===== config.mk =====
export PLATFORM = sky130hd
export DESIGN_NAME = tpg_lane_pattern_gen
export DESIGN_NICKNAME = d
export VERILOG_FILES = /design/src/pkg/tpg_pkg.sv /design/src/core/tpg_group_counter.sv /design/src/core/tpg_lane_pattern_gen.sv
export VERILOG_INCLUDE_DIRS = /design/src /design/src/pkg
export SDC_FILE = /design/constraint.sdc
export NUM_CORES = 1
export LEC_CHECK = 0
export ABC_AREA = 1
export ABC_CLOCK_PERIOD_IN_PS = 1800
export BUFFER_PORTS_ARGS = -buffer_cell sky130_fd_sc_hd__buf_4
export CORE_AREA = 5 5 283 285
export DETAILED_ROUTE_END_ITERATION = 10
export DIE_AREA = 0 0 288 290
export GPL_ROUTABILITY_DRIVEN = 0
export PLACE_DENSITY = 0.58
export SYNTH_ARGS = -nofsm -noshare
export SYNTH_HDL_FRONTEND = slang
export SYNTH_SLANG_ARGS = --single-unit

===== constraint.sdc =====
create_clock -name pclk -period 1.8 [get_ports pclk]
set_input_delay 0.27 -clock pclk [delete_from_list [all_inputs] [get_ports pclk]]
set_output_delay 0.27 -clock pclk [all_outputs]
set_load 0.02 [all_outputs]

===== src/pkg/tpg_defs.svh =====
// Register indices, field positions, reset values and widths of the lane test pattern generator.
// Assumes inclusion by bare name; definitions only.
`ifndef TPG_DEFS_SVH
`define TPG_DEFS_SVH

// Register indices; byte address is four times the index
`define TPG_IDX_CTRL 8'h10
`define TPG_IDX_RSVD 8'h11
`define TPG_IDX_SEED_LOW_01 8'h12
`define TPG_IDX_SEED_LOW_23 8'h13
`define TPG_IDX_SEED_LOW_45 8'h14
`define TPG_IDX_SEED_LOW_67 8'h15
`define TPG_IDX_SEED_HIGH 8'h16
`define TPG_IDX_STATUS 8'h17

// Control field positions
`define TPG_CTRL_PATTERN_EN 0
`define TPG_CTRL_INC_PATTERN 1
`define TPG_CTRL_SEQ_EN 2
`define TPG_CTRL_FRAME_PATTERN 3

// Reset values
`define TPG_RST_CTRL 4'h0
`define TPG_RST_RSVD 16'h0000
`define TPG_RST_SEED_LOW_01 16'h0100
`define TPG_RST_SEED_LOW_23 16'h0302
`define TPG_RST_SEED_LOW_45 16'h0504
`define TPG_RST_SEED_LOW_67 16'h0706
`define TPG_RST_SEED_HIGH 16'h0000

// Datapath geometry
`define TPG_WORD_W 10
`define TPG_LANES 32
`define TPG_GROUPS 8
`define TPG_WORD_MAX 10'h3ff
`define TPG_IDX_W 8
`define TPG_ADDR_W 12

`endif


===== src/pkg/tpg_pkg.sv =====
// Types shared by the lane test pattern generator and its group counter.
// Assumes tpg_defs.svh is on the include path.
`include "tpg_defs.svh"

package tpg_pkg;
    typedef logic [`TPG_WORD_W-1:0] tpg_word_type;
    typedef logic [`TPG_LANES-1:0][`TPG_WORD_W-1:0] tpg_lanes_type;

    typedef struct packed {
        logic frame_pattern;
        logic seq_en;
        logic inc_pattern;
        logic pattern_en;
    } tpg_ctrl_type;

    // One sample slot across all datapaths
    typedef struct packed {
        logic valid;
        logic frame;
        tpg_lanes_type data;
    } tpg_sample_type;
endpackage


===== src/core/tpg_group_counter.sv =====
// Per-group pattern word: constant seed or counting from seed up to the top word.
// Assumes seed and controls come from registers in the same clock domain.
`timescale 1ns/1ps
`include "tpg_defs.svh"

module tpg_group_counter (
    input wire logic pclk, // Clock
    input wire logic presetn, // Asynchronous reset, active low
    input wire tpg_pkg::tpg_word_type seed, // Configured start word
    input wire logic count_en, // Counting mode selected
    input wire logic run, // Pattern enabled
    input wire logic step, // Advance one word
    output tpg_pkg::tpg_word_type word // Current pattern word
);
    import tpg_pkg::*;

    always_ff @(posedge pclk or negedge presetn) begin
        if (!presetn) begin
            word <= '0;
        end else if (!run || !count_en) begin
            // Constant mode tracks the seed so rewrites show at once
            word <= seed;
        end else if (step) begin
            if (word == `TPG_WORD_MAX) begin
                word <= seed;
            end else begin
                word <= word + 10'h001;
            end
        end
    end
endmodule


===== src/core/tpg_lane_pattern_gen.sv =====
// Lane test pattern generator: APB register file and 32-lane pattern substitution.
// Assumes an APB master on pclk and sample slots from the readout synchronous to pclk.
`timescale 1ns/1ps
`include "tpg_defs.svh"

// Operation
// - Inc select one gives incrementing words; zero, with sequence enable also zero, gives the constant seed word.
// - Sequence enable one also counts per datapath, starting at the group seed.
// - Counter climbs to 1023, then reloads its seed on the next word.
// - Frame select one keeps frame structure; zero sends patterns unframed.
// - Group 0 drives lanes 0,8,16,24; low byte from first seed register [7:0].
// - Group 1 drives lanes 1,9,17,25; low byte from first seed register [15:8].
// - Group 2 drives lanes 2,10,18,26; low byte from second seed register [7:0].
// - Group 3 drives lanes 3,11,19,27; low byte from second seed register [15:8].
// - Group 4 drives lanes 4,12,20,28; low byte from third seed register [7:0].
// - Group 5 drives lanes 5,13,21,29; low byte from third seed register [15:8].
// - Group 6 drives lanes 6,14,22,30; low byte from fourth seed register [7:0].
// - Full seed joins the low byte with two high bits from the high-seed register.
// - Patterns replace normal output only while master enable is one.
// - High-seed register holds two bits per group, group 0 at [1:0].
module tpg_lane_pattern_gen (
    input wire logic pclk, // Clock, 20 MHz
    input wire logic presetn, // Asynchronous reset, active low
    input wire logic psel, // APB select
    input wire logic penable, // APB access phase
    input wire logic pwrite, // APB write
    input wire logic [`TPG_ADDR_W-1:0] paddr, // APB byte address
    input wire logic [31:0] pwdata, // APB write data
    input wire logic [3:0] pstrb, // APB byte strobes
    output logic pready, // APB ready
    output logic [31:0] prdata, // APB read data
    output logic pslverr, // APB error on unmapped address
    input wire tpg_pkg::tpg_sample_type pix_in, // Normal image samples
    output tpg_pkg::tpg_sample_type pix_out // Samples toward the serialisers
);
    import tpg_pkg::*;

    tpg_ctrl_type ctrl;
    logic [15:0] rsvd_word;
    logic [3:0][15:0] seed_low;
    logic [15:0] seed_high;
    // Nets, since each element has its own driver in the generate loops
    wire tpg_word_type [`TPG_GROUPS-1:0] seed;
    wire tpg_word_type [`TPG_GROUPS-1:0] group_word;
    wire tpg_lanes_type next_lane;
    logic [`TPG_IDX_W-1:0] idx;
    logic access;
    logic wr_fire;
    logic hit;
    logic step;
    logic [15:0] next_rdata;
    logic [15:0] wmask;

    assign idx = paddr[`TPG_IDX_W+1:2];
    assign access = psel && penable;
    assign wr_fire = access && pready && pwrite;
    assign wmask = {{8{pstrb[1]}}, {8{pstrb[0]}}};

    always_comb begin
        hit = 1'b1;
        case (idx)
            `TPG_IDX_CTRL: hit = 1'b1;
            `TPG_IDX_RSVD: hit = 1'b1;
            `TPG_IDX_SEED_LOW_01: hit = 1'b1;
            `TPG_IDX_SEED_LOW_23: hit = 1'b1;
            `TPG_IDX_SEED_LOW_45: hit = 1'b1;
            `TPG_IDX_SEED_LOW_67: hit = 1'b1;
            `TPG_IDX_SEED_HIGH: hit = 1'b1;
            `TPG_IDX_STATUS: hit = 1'b1;
            default: hit = 1'b0;
        endcase
        // Unaligned byte offsets are not mapped
        if (paddr[1:0] != 2'b00) begin
            hit = 1'b0;
        end
    end

    always_comb begin
        next_rdata = 16'h0000;
        case (idx)
            `TPG_IDX_CTRL: next_rdata = {12'h000, ctrl};
            `TPG_IDX_RSVD: next_rdata = rsvd_word;
            `TPG_IDX_SEED_LOW_01: next_rdata = seed_low[0];
            `TPG_IDX_SEED_LOW_23: next_rdata = seed_low[1];
            `TPG_IDX_SEED_LOW_45: next_rdata = seed_low[2];
            `TPG_IDX_SEED_LOW_67: next_rdata = seed_low[3];
            `TPG_IDX_SEED_HIGH: next_rdata = seed_high;
            `TPG_IDX_STATUS: next_rdata = {ctrl.pattern_en, 5'h00, group_word[0]};
            default: next_rdata = 16'h0000;
        endcase
    end

    // One wait state: pready rises on the second access cycle
    always_ff @(posedge pclk or negedge presetn) begin
        if (!presetn) begin
            pready <= 1'b0;
        end else begin
            pready <= access && !pready;
        end
    end

    always_ff @(posedge pclk or negedge presetn) begin
        if (!presetn) begin
            prdata <= 32'h0000_0000;
            pslverr <= 1'b0;
        end else if (access && !pready) begin
            prdata <= (!pwrite && hit) ? {16'h0000, next_rdata} : 32'h0000_0000;
            pslverr <= !hit;
        end else begin
            prdata <= 32'h0000_0000;
            pslverr <= 1'b0;
        end
    end

    always_ff @(posedge pclk or negedge presetn) begin
        if (!presetn) begin
            ctrl <= `TPG_RST_CTRL;
        end else if (wr_fire && hit && idx == `TPG_IDX_CTRL && pstrb[0]) begin
            // Bit 4 is reserved and reads as zero
            ctrl <= pwdata[3:0];
        end
    end

    always_ff @(posedge pclk or negedge presetn) begin
        if (!presetn) begin
            rsvd_word <= `TPG_RST_RSVD;
        end else if (wr_fire && hit && idx == `TPG_IDX_RSVD) begin
            rsvd_word <= (rsvd_word & ~wmask) | (pwdata[15:0] & wmask);
        end
    end

    always_ff @(posedge pclk or negedge presetn) begin
        if (!presetn) begin
            seed_low[0] <= `TPG_RST_SEED_LOW_01;
            seed_low[1] <= `TPG_RST_SEED_LOW_23;
            seed_low[2] <= `TPG_RST_SEED_LOW_45;
            seed_low[3] <= `TPG_RST_SEED_LOW_67;
        end else if (wr_fire && hit) begin
            case (idx)
                `TPG_IDX_SEED_LOW_01: seed_low[0] <= (seed_low[0] & ~wmask) | (pwdata[15:0] & wmask);
                `TPG_IDX_SEED_LOW_23: seed_low[1] <= (seed_low[1] & ~wmask) | (pwdata[15:0] & wmask);
                `TPG_IDX_SEED_LOW_45: seed_low[2] <= (seed_low[2] & ~wmask) | (pwdata[15:0] & wmask);
                `TPG_IDX_SEED_LOW_67: seed_low[3] <= (seed_low[3] & ~wmask) | (pwdata[15:0] & wmask);
                default: seed_low <= seed_low;
            endcase
        end
    end

    always_ff @(posedge pclk or negedge presetn) begin
        if (!presetn) begin
            seed_high <= `TPG_RST_SEED_HIGH;
        end else if (wr_fire && hit && idx == `TPG_IDX_SEED_HIGH) begin
            seed_high <= (seed_high & ~wmask) | (pwdata[15:0] & wmask);
        end
    end

    // Framed patterns advance only inside the readout's frame windows
    assign step = pix_in.valid && (!ctrl.frame_pattern || pix_in.frame);

    genvar g;
    generate
        for (g = 0; g < `TPG_GROUPS; g = g + 1) begin : gen_group
            // Even groups take the low byte, odd groups the high byte
            assign seed[g] = {seed_high[2*g+1 -: 2], seed_low[g/2][8*(g%2)+7 -: 8]};

            tpg_group_counter u_counter (
                .pclk(pclk),
                .presetn(presetn),
                .seed(seed[g]),
                .count_en(ctrl.inc_pattern || ctrl.seq_en),
                .run(ctrl.pattern_en),
                .step(step),
                .word(group_word[g])
            );
        end
    endgenerate

    genvar l;
    generate
        for (l = 0; l < `TPG_LANES; l = l + 1) begin : gen_lane
            // Word sits in the pixel slot of its lane
            assign next_lane[l] = ctrl.pattern_en ? group_word[l % `TPG_GROUPS] : pix_in.data[l];
        end
    endgenerate

    // One process owns the whole output struct
    always_ff @(posedge pclk or negedge presetn) begin
        if (!presetn) begin
            pix_out <= '0;
        end else begin
            pix_out.data <= next_lane;
            pix_out.valid <= pix_in.valid;
            // Unframed patterns carry no frame marking
            pix_out.frame <= pix_in.frame && (!ctrl.pattern_en || ctrl.frame_pattern);
        end
    end
endmodule


After elaboration in Yosys (flattened, before gate mapping):

Memories as Yosys holds them, arrays and structs flattened.
Cells that the tools add are included.

* memories: 1
* bits of input ports: 375
* ROM bits: 32
* word-level logic and storage cells: 185
* flip-flop bits (word level): 536

Memories
* (name not given): depth 32, width 1, rd ports 1, clocked after Yosys merged registers in 0, write ports 0, RTL line tpg_lane_pattern_gen.sv:61 `case (idx)`

* bitwise operators: 14
* $add $sub $neg: 8
* muxes and demuxes: 62
* reduce and logical (&&, ||, !) cells: 29
* equal/unequal tests: 16

Operator list (number)
* 2-to-1 mux 10 bit: 56
* one-hot mux 16 bit (8 select lines): 1
* bitwise AND 16 bit: 7
* bitwise OR 16 bit: 6
* adder 10 x 1 -> 10 bit (second input constant): 8
* equality test 10 bit (second input constant): 8
* equality test 8 x 5 -> 1 bit (second input constant): 8
* 2-to-1 mux 16 bit: 2
* inverter 16 bit: 1
* logical AND 1 bit: 12
* AND reduction 2 bit: 4
* logical NOT 1 bit: 6
* logical OR 1 bit: 4
* nonzero test 2 bit: 2
* logical NOT 3 bit: 1
* 2-to-1 mux 1 bit: 3

Depth between registers and ports, before layout:

Gate-level depths: netlist of the first run.

* word-level depth: 6
* gate-level depth with buffers: 11

Modules after synthesis:

Synthesis of the first run repeated with hierarchy kept, for this count alone.

* cells, all modules: 2733
* area total of the unflattened synthesis: 23379.9 um2

Modules (own cells, without submodules)
* tpg_lane_pattern_gen: area an instance 17123.9 um2, times used 1, sequential area each 11025.6 um2, cells an instance 1789
* tpg_group_counter: area an instance 782.0 um2, times used 8, sequential area each 250.2 um2, cells an instance 118

Worst setup path before layout of the first run:

No wires, ideal clock.

* kind: register -> register
* start: reg gen_group[5].u_counter.word[0]
* end: reg gen_group[5].u_counter.word[0]
* arrival time: 1.439 ns
* setup slack: 0.245 ns
* cell stages (with the launch flop): 12
* period minus slack after synthesis: 1.555 ns
* setup time: 0.117 ns
* path through: dfrtp_1 > ha_1 > nand2_1 > nor2_1 > nand2_1 > nand2_1 > nand2_2 > clkinv_1 > nand2_1 > nand2_1 > nand2_1 > nand2_1

* cells in the longest elaborated chain, start to end: 4
* elaborated cells on any way between the ends: 5

RTL lines
* start, declared: RTL line tpg_group_counter.sv:13 `output tpg_pkg::tpg_word_type word`
* start signal, assigned: RTL line tpg_group_counter.sv:27 `word <= word + 10'h001;`
* adder 10 x 1 -> 10 bit or equality test 10 bit (tied branches)
* 2-to-1 mux 10 bit (*): RTL line tpg_group_counter.sv:24 `` if (word == `TPG_WORD_MAX) begin ``
* 2-to-1 mux 10 bit (*): RTL line tpg_group_counter.sv:23 `end else if (step) begin`
* 2-to-1 mux 10 bit (*): RTL line tpg_group_counter.sv:20 `end else if (!run || !count_en) begin`

Mark *: on every way between the ends. The rest lies on a longest branch, timed or not. The select of a mux whose other input is x is not followed.
A chain may end at the register's enable or synchronous reset.

Final worst setup path of the first run:

* start: reg ctrl[2] in the netlist's numbering
* end: reg gen_group[4].u_counter.word[4]

* cells in the longest elaborated chain, start to end: 4
* elaborated cells on any way between the ends: 5

RTL lines
* start, declared: RTL line tpg_lane_pattern_gen.sv:38 `tpg_ctrl_type ctrl;`
* start signal, assigned: RTL line tpg_lane_pattern_gen.sv:117 `` ctrl <= `TPG_RST_CTRL; ``
* start signal, assigned: RTL line tpg_lane_pattern_gen.sv:120 `ctrl <= pwdata[3:0];`
* logical OR 1 bit (*): RTL line tpg_lane_pattern_gen.sv:170 `.count_en(ctrl.inc_pattern || ctrl.seq_en),`
* logical NOT 1 bit (*): RTL line tpg_group_counter.sv:20
* logical OR 1 bit (*): RTL line tpg_group_counter.sv:20
* 2-to-1 mux 10 bit or nonzero test 2 bit (tied branches)
* end signal, assigned: RTL line tpg_group_counter.sv:27
* end, declared: RTL line tpg_group_counter.sv:13

Mark *: on every way between the ends. The rest lies on a longest branch, timed or not.

==> flow_summary.ini, run 1 <==
[outcome]
status = finished, final reports clean

[setup_path]
crit_slowest_cell = dfrtp_1
cp.arrival_ns = 2.22
critPathBufInv = 2
critPathCapture = gen_group[4].u_counter.word[4]
r2r-start = ctrl[2]
start_kind = flip-flop
cp.required_ns = 2.33
cp_top_family = compound AO/OA/AOI/OAI gates
path_cells = o21ai_4 > inv_6 > nand2_2 > buf_12 > nand2_1 > o21ai_0
worstSetupPathDepth = 6
critical_path.max_fanout = 66
r2r_end = gen_group[4].u_counter.word[4]
critical_path_class = reg -> reg
rrSetupSlack_ns = 0.12
critical-path-max-stage-delay_ns = 0.42
endpoint_kind = flip-flop
startpoint = ctrl[2]
reg2regPathDepth = 6

[clock_network]
clkLatencyLatePin_ns = 0.62
cts_buffer_depth = 3
clk_pin_slew_ns = 0.06
cts_root_buffer = clkbuf_16
cts_max_level = 2
cts_buffers = 59
postCtsSetupRepairBufs = 0
clock-sinks = 520
cts_tree = done

[power_and_ir_drop]
switching_share = 0.2435
p_sw_mw = 6.813
p_clk_frac = 0.447
power_density_nw_per_um2 = 805.7
p_leak_nw = 18.38
pwr-share-seq = 0.435
p_int_mw = 21.17
pwr-share-comb = 0.118
vdd_drop_max_mv = 0.5936

[drt]
vias = 21830
wl_per_cell_um = 18.13
drtIter0Drc = 1377
routed_via_density = 4.495
ant_nets = 0
firstDrtPassIters = 5
wl_um = 88070
drc = 0

[synthesis]
synth_top_area_frac = 0.5743
synth_cell_types = 35
ys_seq_area_frac = 0.5885
synth_compound_area_frac = 0.02577
netlist_area_um2 = 22140
synth_xor_area_frac = 0.008309
synthArstFlopShare = 1.000
syn_inst = 2666
synth_mux_area_frac = 0
yosys_most_used_dff = dfrtp_1
syn_area_per_cell_um2 = 8.303
yosysMostFrequentCell = nand2_1
synth_top_family_by_area = simple AND/OR/NAND/NOR gates
synthTopCellsByCount = nand2_1 (1343), dfrtp_1 (508), nand3_1 (256), inv_1 (128), nor2_1 (112)
synth_edf_count = 0
ys_warn_count = 0
yosys.area.top_type = dfrtp_1
synthSimpleGateAreaFrac = 0.3242
synth_adder_area_share = 0.004522
ys_ff_latch = 520
synth_area_leaders = dfrtp_1 (57%), nand2_1 (23%), nand3_1 (5.8%)

[sta]
worst_slack_ns = 0.1157
fmax_mhz = 593.7
setup_viol = 0
hold_violations = 0
finalCritPeriodShare = 0.9357
slew_violations = 0
min_period_ns = 1.684
skew_ns = 0.01549
hold_ws_ns = 0.08599
rsz0062_at_grt = false

[global_route]
grt.total_usage = 0.2024
use_met3 = 0.02724
met2_usage = 0.3454
grt-busiest-layer = met2
grt_max_degree = 72
grt_pass1_wl_um = 133000
grt_remaining_overflow = 0
first_global_vias = 22030
met1_usage = 0.2670
antenna_found_initial = 1

[min_path]
hp-class = in -> reg

[die]
initial_core_util = 0.2872
die_h_um = 290
die-area_um2 = 83520
coreArea_um2 = 77080
rows = 102
die_w_um = 288
pin_count = 731

[placed_design]
io_buffers = 694
place_area_um2 = 29260
dp_hpwl_um = 64660
pre_cts_ws_ns = -0.1257

[final_layout]
drive_gt1_frac = 0.2503
layout.nets = 4149
fillers = 7415
syn_to_final_growth_pct = 56.91
design_area_um2 = 34730

[flow_run]
max_cap_violations = 0
-- how the worst min path moves through the flow --
stage	start	end	slack (ns)	cells past startpoint
after global routing	pstrb[1]	flip-flop	0.09	3
after CTS	pstrb[1]	flip-flop	0.04	3
after detailed placement	presetn	pix_out[247]	0.19	1
after global placement	presetn	pix_out[172]	0.19	1
after floorplan	presetn	asynchronous set/reset pin	-0.03	0
final	pstrb[1]	flip-flop	0.09	3
-- area by class of cell --
type,count,area (µm²),area share
sequential,520,13030,0.3752
timing repair buffer,1136,9727,0.2800
multi-input combinational,1912,8120,0.2338
clock buffer,87,1713,0.04932
tap,1040,1301,0.03746
inverter,137,533.0,0.01535
clock inverter,24,305.3,0.008790
antenna,1,2.502,0.00007205
-- what timing repair did --
action | in CTS | in global routing
hold endpoints to repair | 728 | 0
hold buffers | 341 | 0
cloned | 0 | 0
endpoints found under the setup margin | 56 | 45
resized for setup | 2 | 11
-- logic make-up (layout without fill, tap and decap cells) --
kind of cell | count (synthesis) | after routing
AO/OA/AOI/OAI | 101 | 101
XOR/XNOR | 21 | 21
adder cells (fa/ha/maj) | 8 | 8
buffers and inverters | 249 | 1384
flip-flops | 520 | 520
other | 1 | 17
AND/OR/NAND/NOR | 1766 | 1766
-- per-stage QoR --
| step | TNS (ns) | total power [mW] | std cells | util |
|---|---|---|---|---|
| final | 0 | 27.99 | 4857 | 0.4506 |
| after global routing | 0 | 29.04 | 4857 | 0.4506 |
| after CTS | 0 | 28.32 | 4856 | 0.4501 |
| after detailed placement | -4.284 | 15.04 | 4404 | 0.3796 |
| after global placement | -2.453 | 15.01 | 4404 | 0.3796 |
| after floorplan | 0 | 13.28 | 2681 | - |
-- cells in the final DEF, fill, tap and decap left out, types with 20 or more instances in the layout --
| cell type | instances |
|---|---|
| nand2_1 | 1343 |
| buf_4 | 767 |
| dfrtp_1 | 507 |
| dlygate4sd3_1 | 341 |
| nand3_1 | 256 |
| inv_1 | 127 |
| nor2_1 | 111 |
| clkbuf_16 | 60 |
| o21ai_0 | 36 |
| buf_12 | 27 |
| a21oi_1 | 20 |
| o21ai_1 | 20 |
-- power groups by stage --
| stage | clock network [mW] | logic [mW] | registers [mW] |
|---|---|---|---|
| after CTS | 12.8 | 3.30 | 12.2 |
| final | 12.5 | 3.30 | 12.2 |
| after floorplan | 0 | 0.411 | 12.9 |
| after detailed placement | 0 | 2.66 | 12.4 |
| after global routing | 13.3 | 3.51 | 12.2 |
| after global placement | 0 | 2.64 | 12.4 |
-- per-layer routing --
metal / part of all wire / up-vias
li1: - / 10470
met1: 0.42 / 10450
met2: 0.49 / 755
met3: 0.053 / 165
met4: 0.034 / 0
met5: 0 / -
-- worst register-to-register path, stage by stage (launching register included) --
cell	delay, ns
dfrtp_1	0.42
o21ai_4	0.25
inv_6	0.14
nand2_2	0.17
buf_12	0.28
nand2_1	0.17
o21ai_0	0.17
Power figures use the tool's default switching activity.
==> run 2: changes to the inputs <==
- CTS_BUF_LIST: not set -> sky130_fd_sc_hd__clkbuf_8
==> run 2 against run 1 <==
  * Sequential cell count unchanged
  * Sequential power about the same
  * Clock power decreased by 10%
  * Clock skew increased by 0.013 ns
  * Total power decreased by 4.7%
  * Utilization decreased by 0.18 points
  * Critical path type unchanged
==> flow_summary.ini, run 2 (same netlist as run 1, synthesis figures left out) <==
[global_route]
grt_max_degree = 72
antenna_found_initial = 1
grt_remaining_overflow = 0
grt_pass1_wl_um = 133900
first_global_vias = 22150
grt.total_usage = 0.2044

[die]
rows = 102
coreArea_um2 = 77080
initial_core_util = 0.2872
pin_count = 731
die_w_um = 288
die_h_um = 290
die-area_um2 = 83520

[drt]
wl_um = 88500
routed_via_density = 4.472
drtIter0Drc = 1372
ant_nets = 0
wl_per_cell_um = 18.03
drc = 0
firstDrtPassIters = 5
vias = 21950

[setup_path]
endpoint_kind = flip-flop
crit_slowest_cell = dfrtp_1
cp.arrival_ns = 2.28
start_kind = flip-flop
critical_path.max_fanout = 66
rrSetupSlack_ns = 0.10
critical_path_class = reg -> reg
cp.required_ns = 2.38
critical-path-max-stage-delay_ns = 0.42
path_cells = o21ai_4 > inv_6 > nand2_2 > buf_12 > nand2_1 > o21ai_0
reg2regPathDepth = 6

[placed_design]
dp_hpwl_um = 64660
io_buffers = 694
place_area_um2 = 29260

[final_layout]
layout_commonest_cell = nand2_1
layout.nets = 4184
most-common-layout-cells = nand2_1 (1343), buf_4 (767), dfrtp_1 (507), dlygate4sd3_1 (342), nand3_1 (256)
design_area_um2 = 34590
syn_to_final_growth_pct = 56.28
drive_gt1_frac = 0.2563

[power_and_ir_drop]
power_density_nw_per_um2 = 770.6
p_leak_nw = 18.47
finalPower_mw = 26.66
vdd_drop_max_mv = 0.4393

[clock_network]
clkLatencyLatePin_ns = 0.69
cts_buffer_depth = 3
cts_buffers = 93
cts_tree = done
clock-sinks = 520
clk_pin_slew_ns = 0.06
cts_root_buffer = clkbuf_8
cts_max_level = 3

[sta]
rsz0062_at_grt = true
slew_violations = 0
fmax_mhz = 589.9
skew_ns = 0.02838
hold_violations = 0
min_period_ns = 1.695
setup_viol = 0
finalCritPeriodShare = 0.9418

[min_path]
hp-class = in -> reg
hold_depth = 6

[flow_run]
max_cap_violations = 0

[outcome]
status = finished, final reports clean
## run 2: cell types whose count changed in the layout (fill, tap and decap cells not counted), sizes merged
cell | previous run | this run
clkinv | 10 | 8
dlygate4sd3 | 341 | 342
clkinvlp | 6 | 4
clkbuf | 87 | 116
inv | 139 | 168
diode | 1 | 2
bufinv | 6 | 2
## run 2: layer usage
layer,up-vias,part of all wire,GRT usage
met3,167,0.058,0.03446
li1,10550,-,-
met4,0,0.033,0.07118
met1,10430,0.42,0.2653
met2,799,0.49,0.3452
met5,-,0,0
## run 2: path summary, 6_finish.rpt
kind	from	end
setup reg to reg	ctrl[2]	gen_group[4].u_counter.word[4]
setup / recovery	ctrl[2]	gen_group[4].u_counter.word[4]
hold reg to reg	flip-flop	flip-flop
hold / removal	paddr[5]	flip-flop
max in group asynchronous	presetn	pix_out[74]
min in group asynchronous	presetn	pix_out[12]
## run 2: repair_timing
action | CTS | global route
hold endpoints to repair | 875 | 0
buffers inserted | 0 | 0
gates resized for setup | 2 | 12
gates cloned | 0 | 0
setup endpoints to repair | 56 | 40
hold buffers | 342 | 0
## run 2: cell type report
cell class | instances | area, µm²
multi-input cells | 1912 | 8133
fillers | 7481 | 42490
clock inverters | 45 | 257.7
inverters | 137 | 533.0
well taps | 1040 | 1301
flip-flops and latches | 520 | 13030
repair buffers | 1137 | 9737
clock buffers | 116 | 1597
diodes | 2 | 5.005
## run 2: power breakdown
part / internal (mW) / switching (mW) / leakage (nW) / total [mW]
Combinational: 1.66 / 1.63 / 10.9 / 3.30
Clock: 6.06 / 5.12 / 1.07 / 11.2
Sequential: 12.1 / 0.116 / 6.47 / 12.2
Total: 19.8 / 6.87 / 18.5 / 26.7
## run 2: worst max-delay path, delay by kind of cell (launching register included)
family / cells / cell delay [ns]
buffers and inverters: 2 / 0.43
flip-flops: 1 / 0.42
AO/OA/AOI/OAI: 2 / 0.42
AND/OR/NAND/NOR: 2 / 0.24
## run 2: metrics by stage
stage / setup TNS, ns / hold WS (ns) / utilization / std cells / worst slack [ns]
2_1_floorplan: 0 / -0.02559 / - / 2681 / 0.2446
3_3_place_gp: -2.453 / 0.1946 / 0.3796 / 4404 / -0.06216
3_5_place_dp: -4.284 / 0.1948 / 0.3796 / 4404 / -0.1257
4_1_cts: 0 / 0.002415 / 0.4481 / 4907 / 0.01080
5_1_grt: -0.02192 / 0.07118 / 0.4488 / 4908 / -0.02192
6_report: 0 / 0.05716 / 0.4488 / 4909 / 0.1047
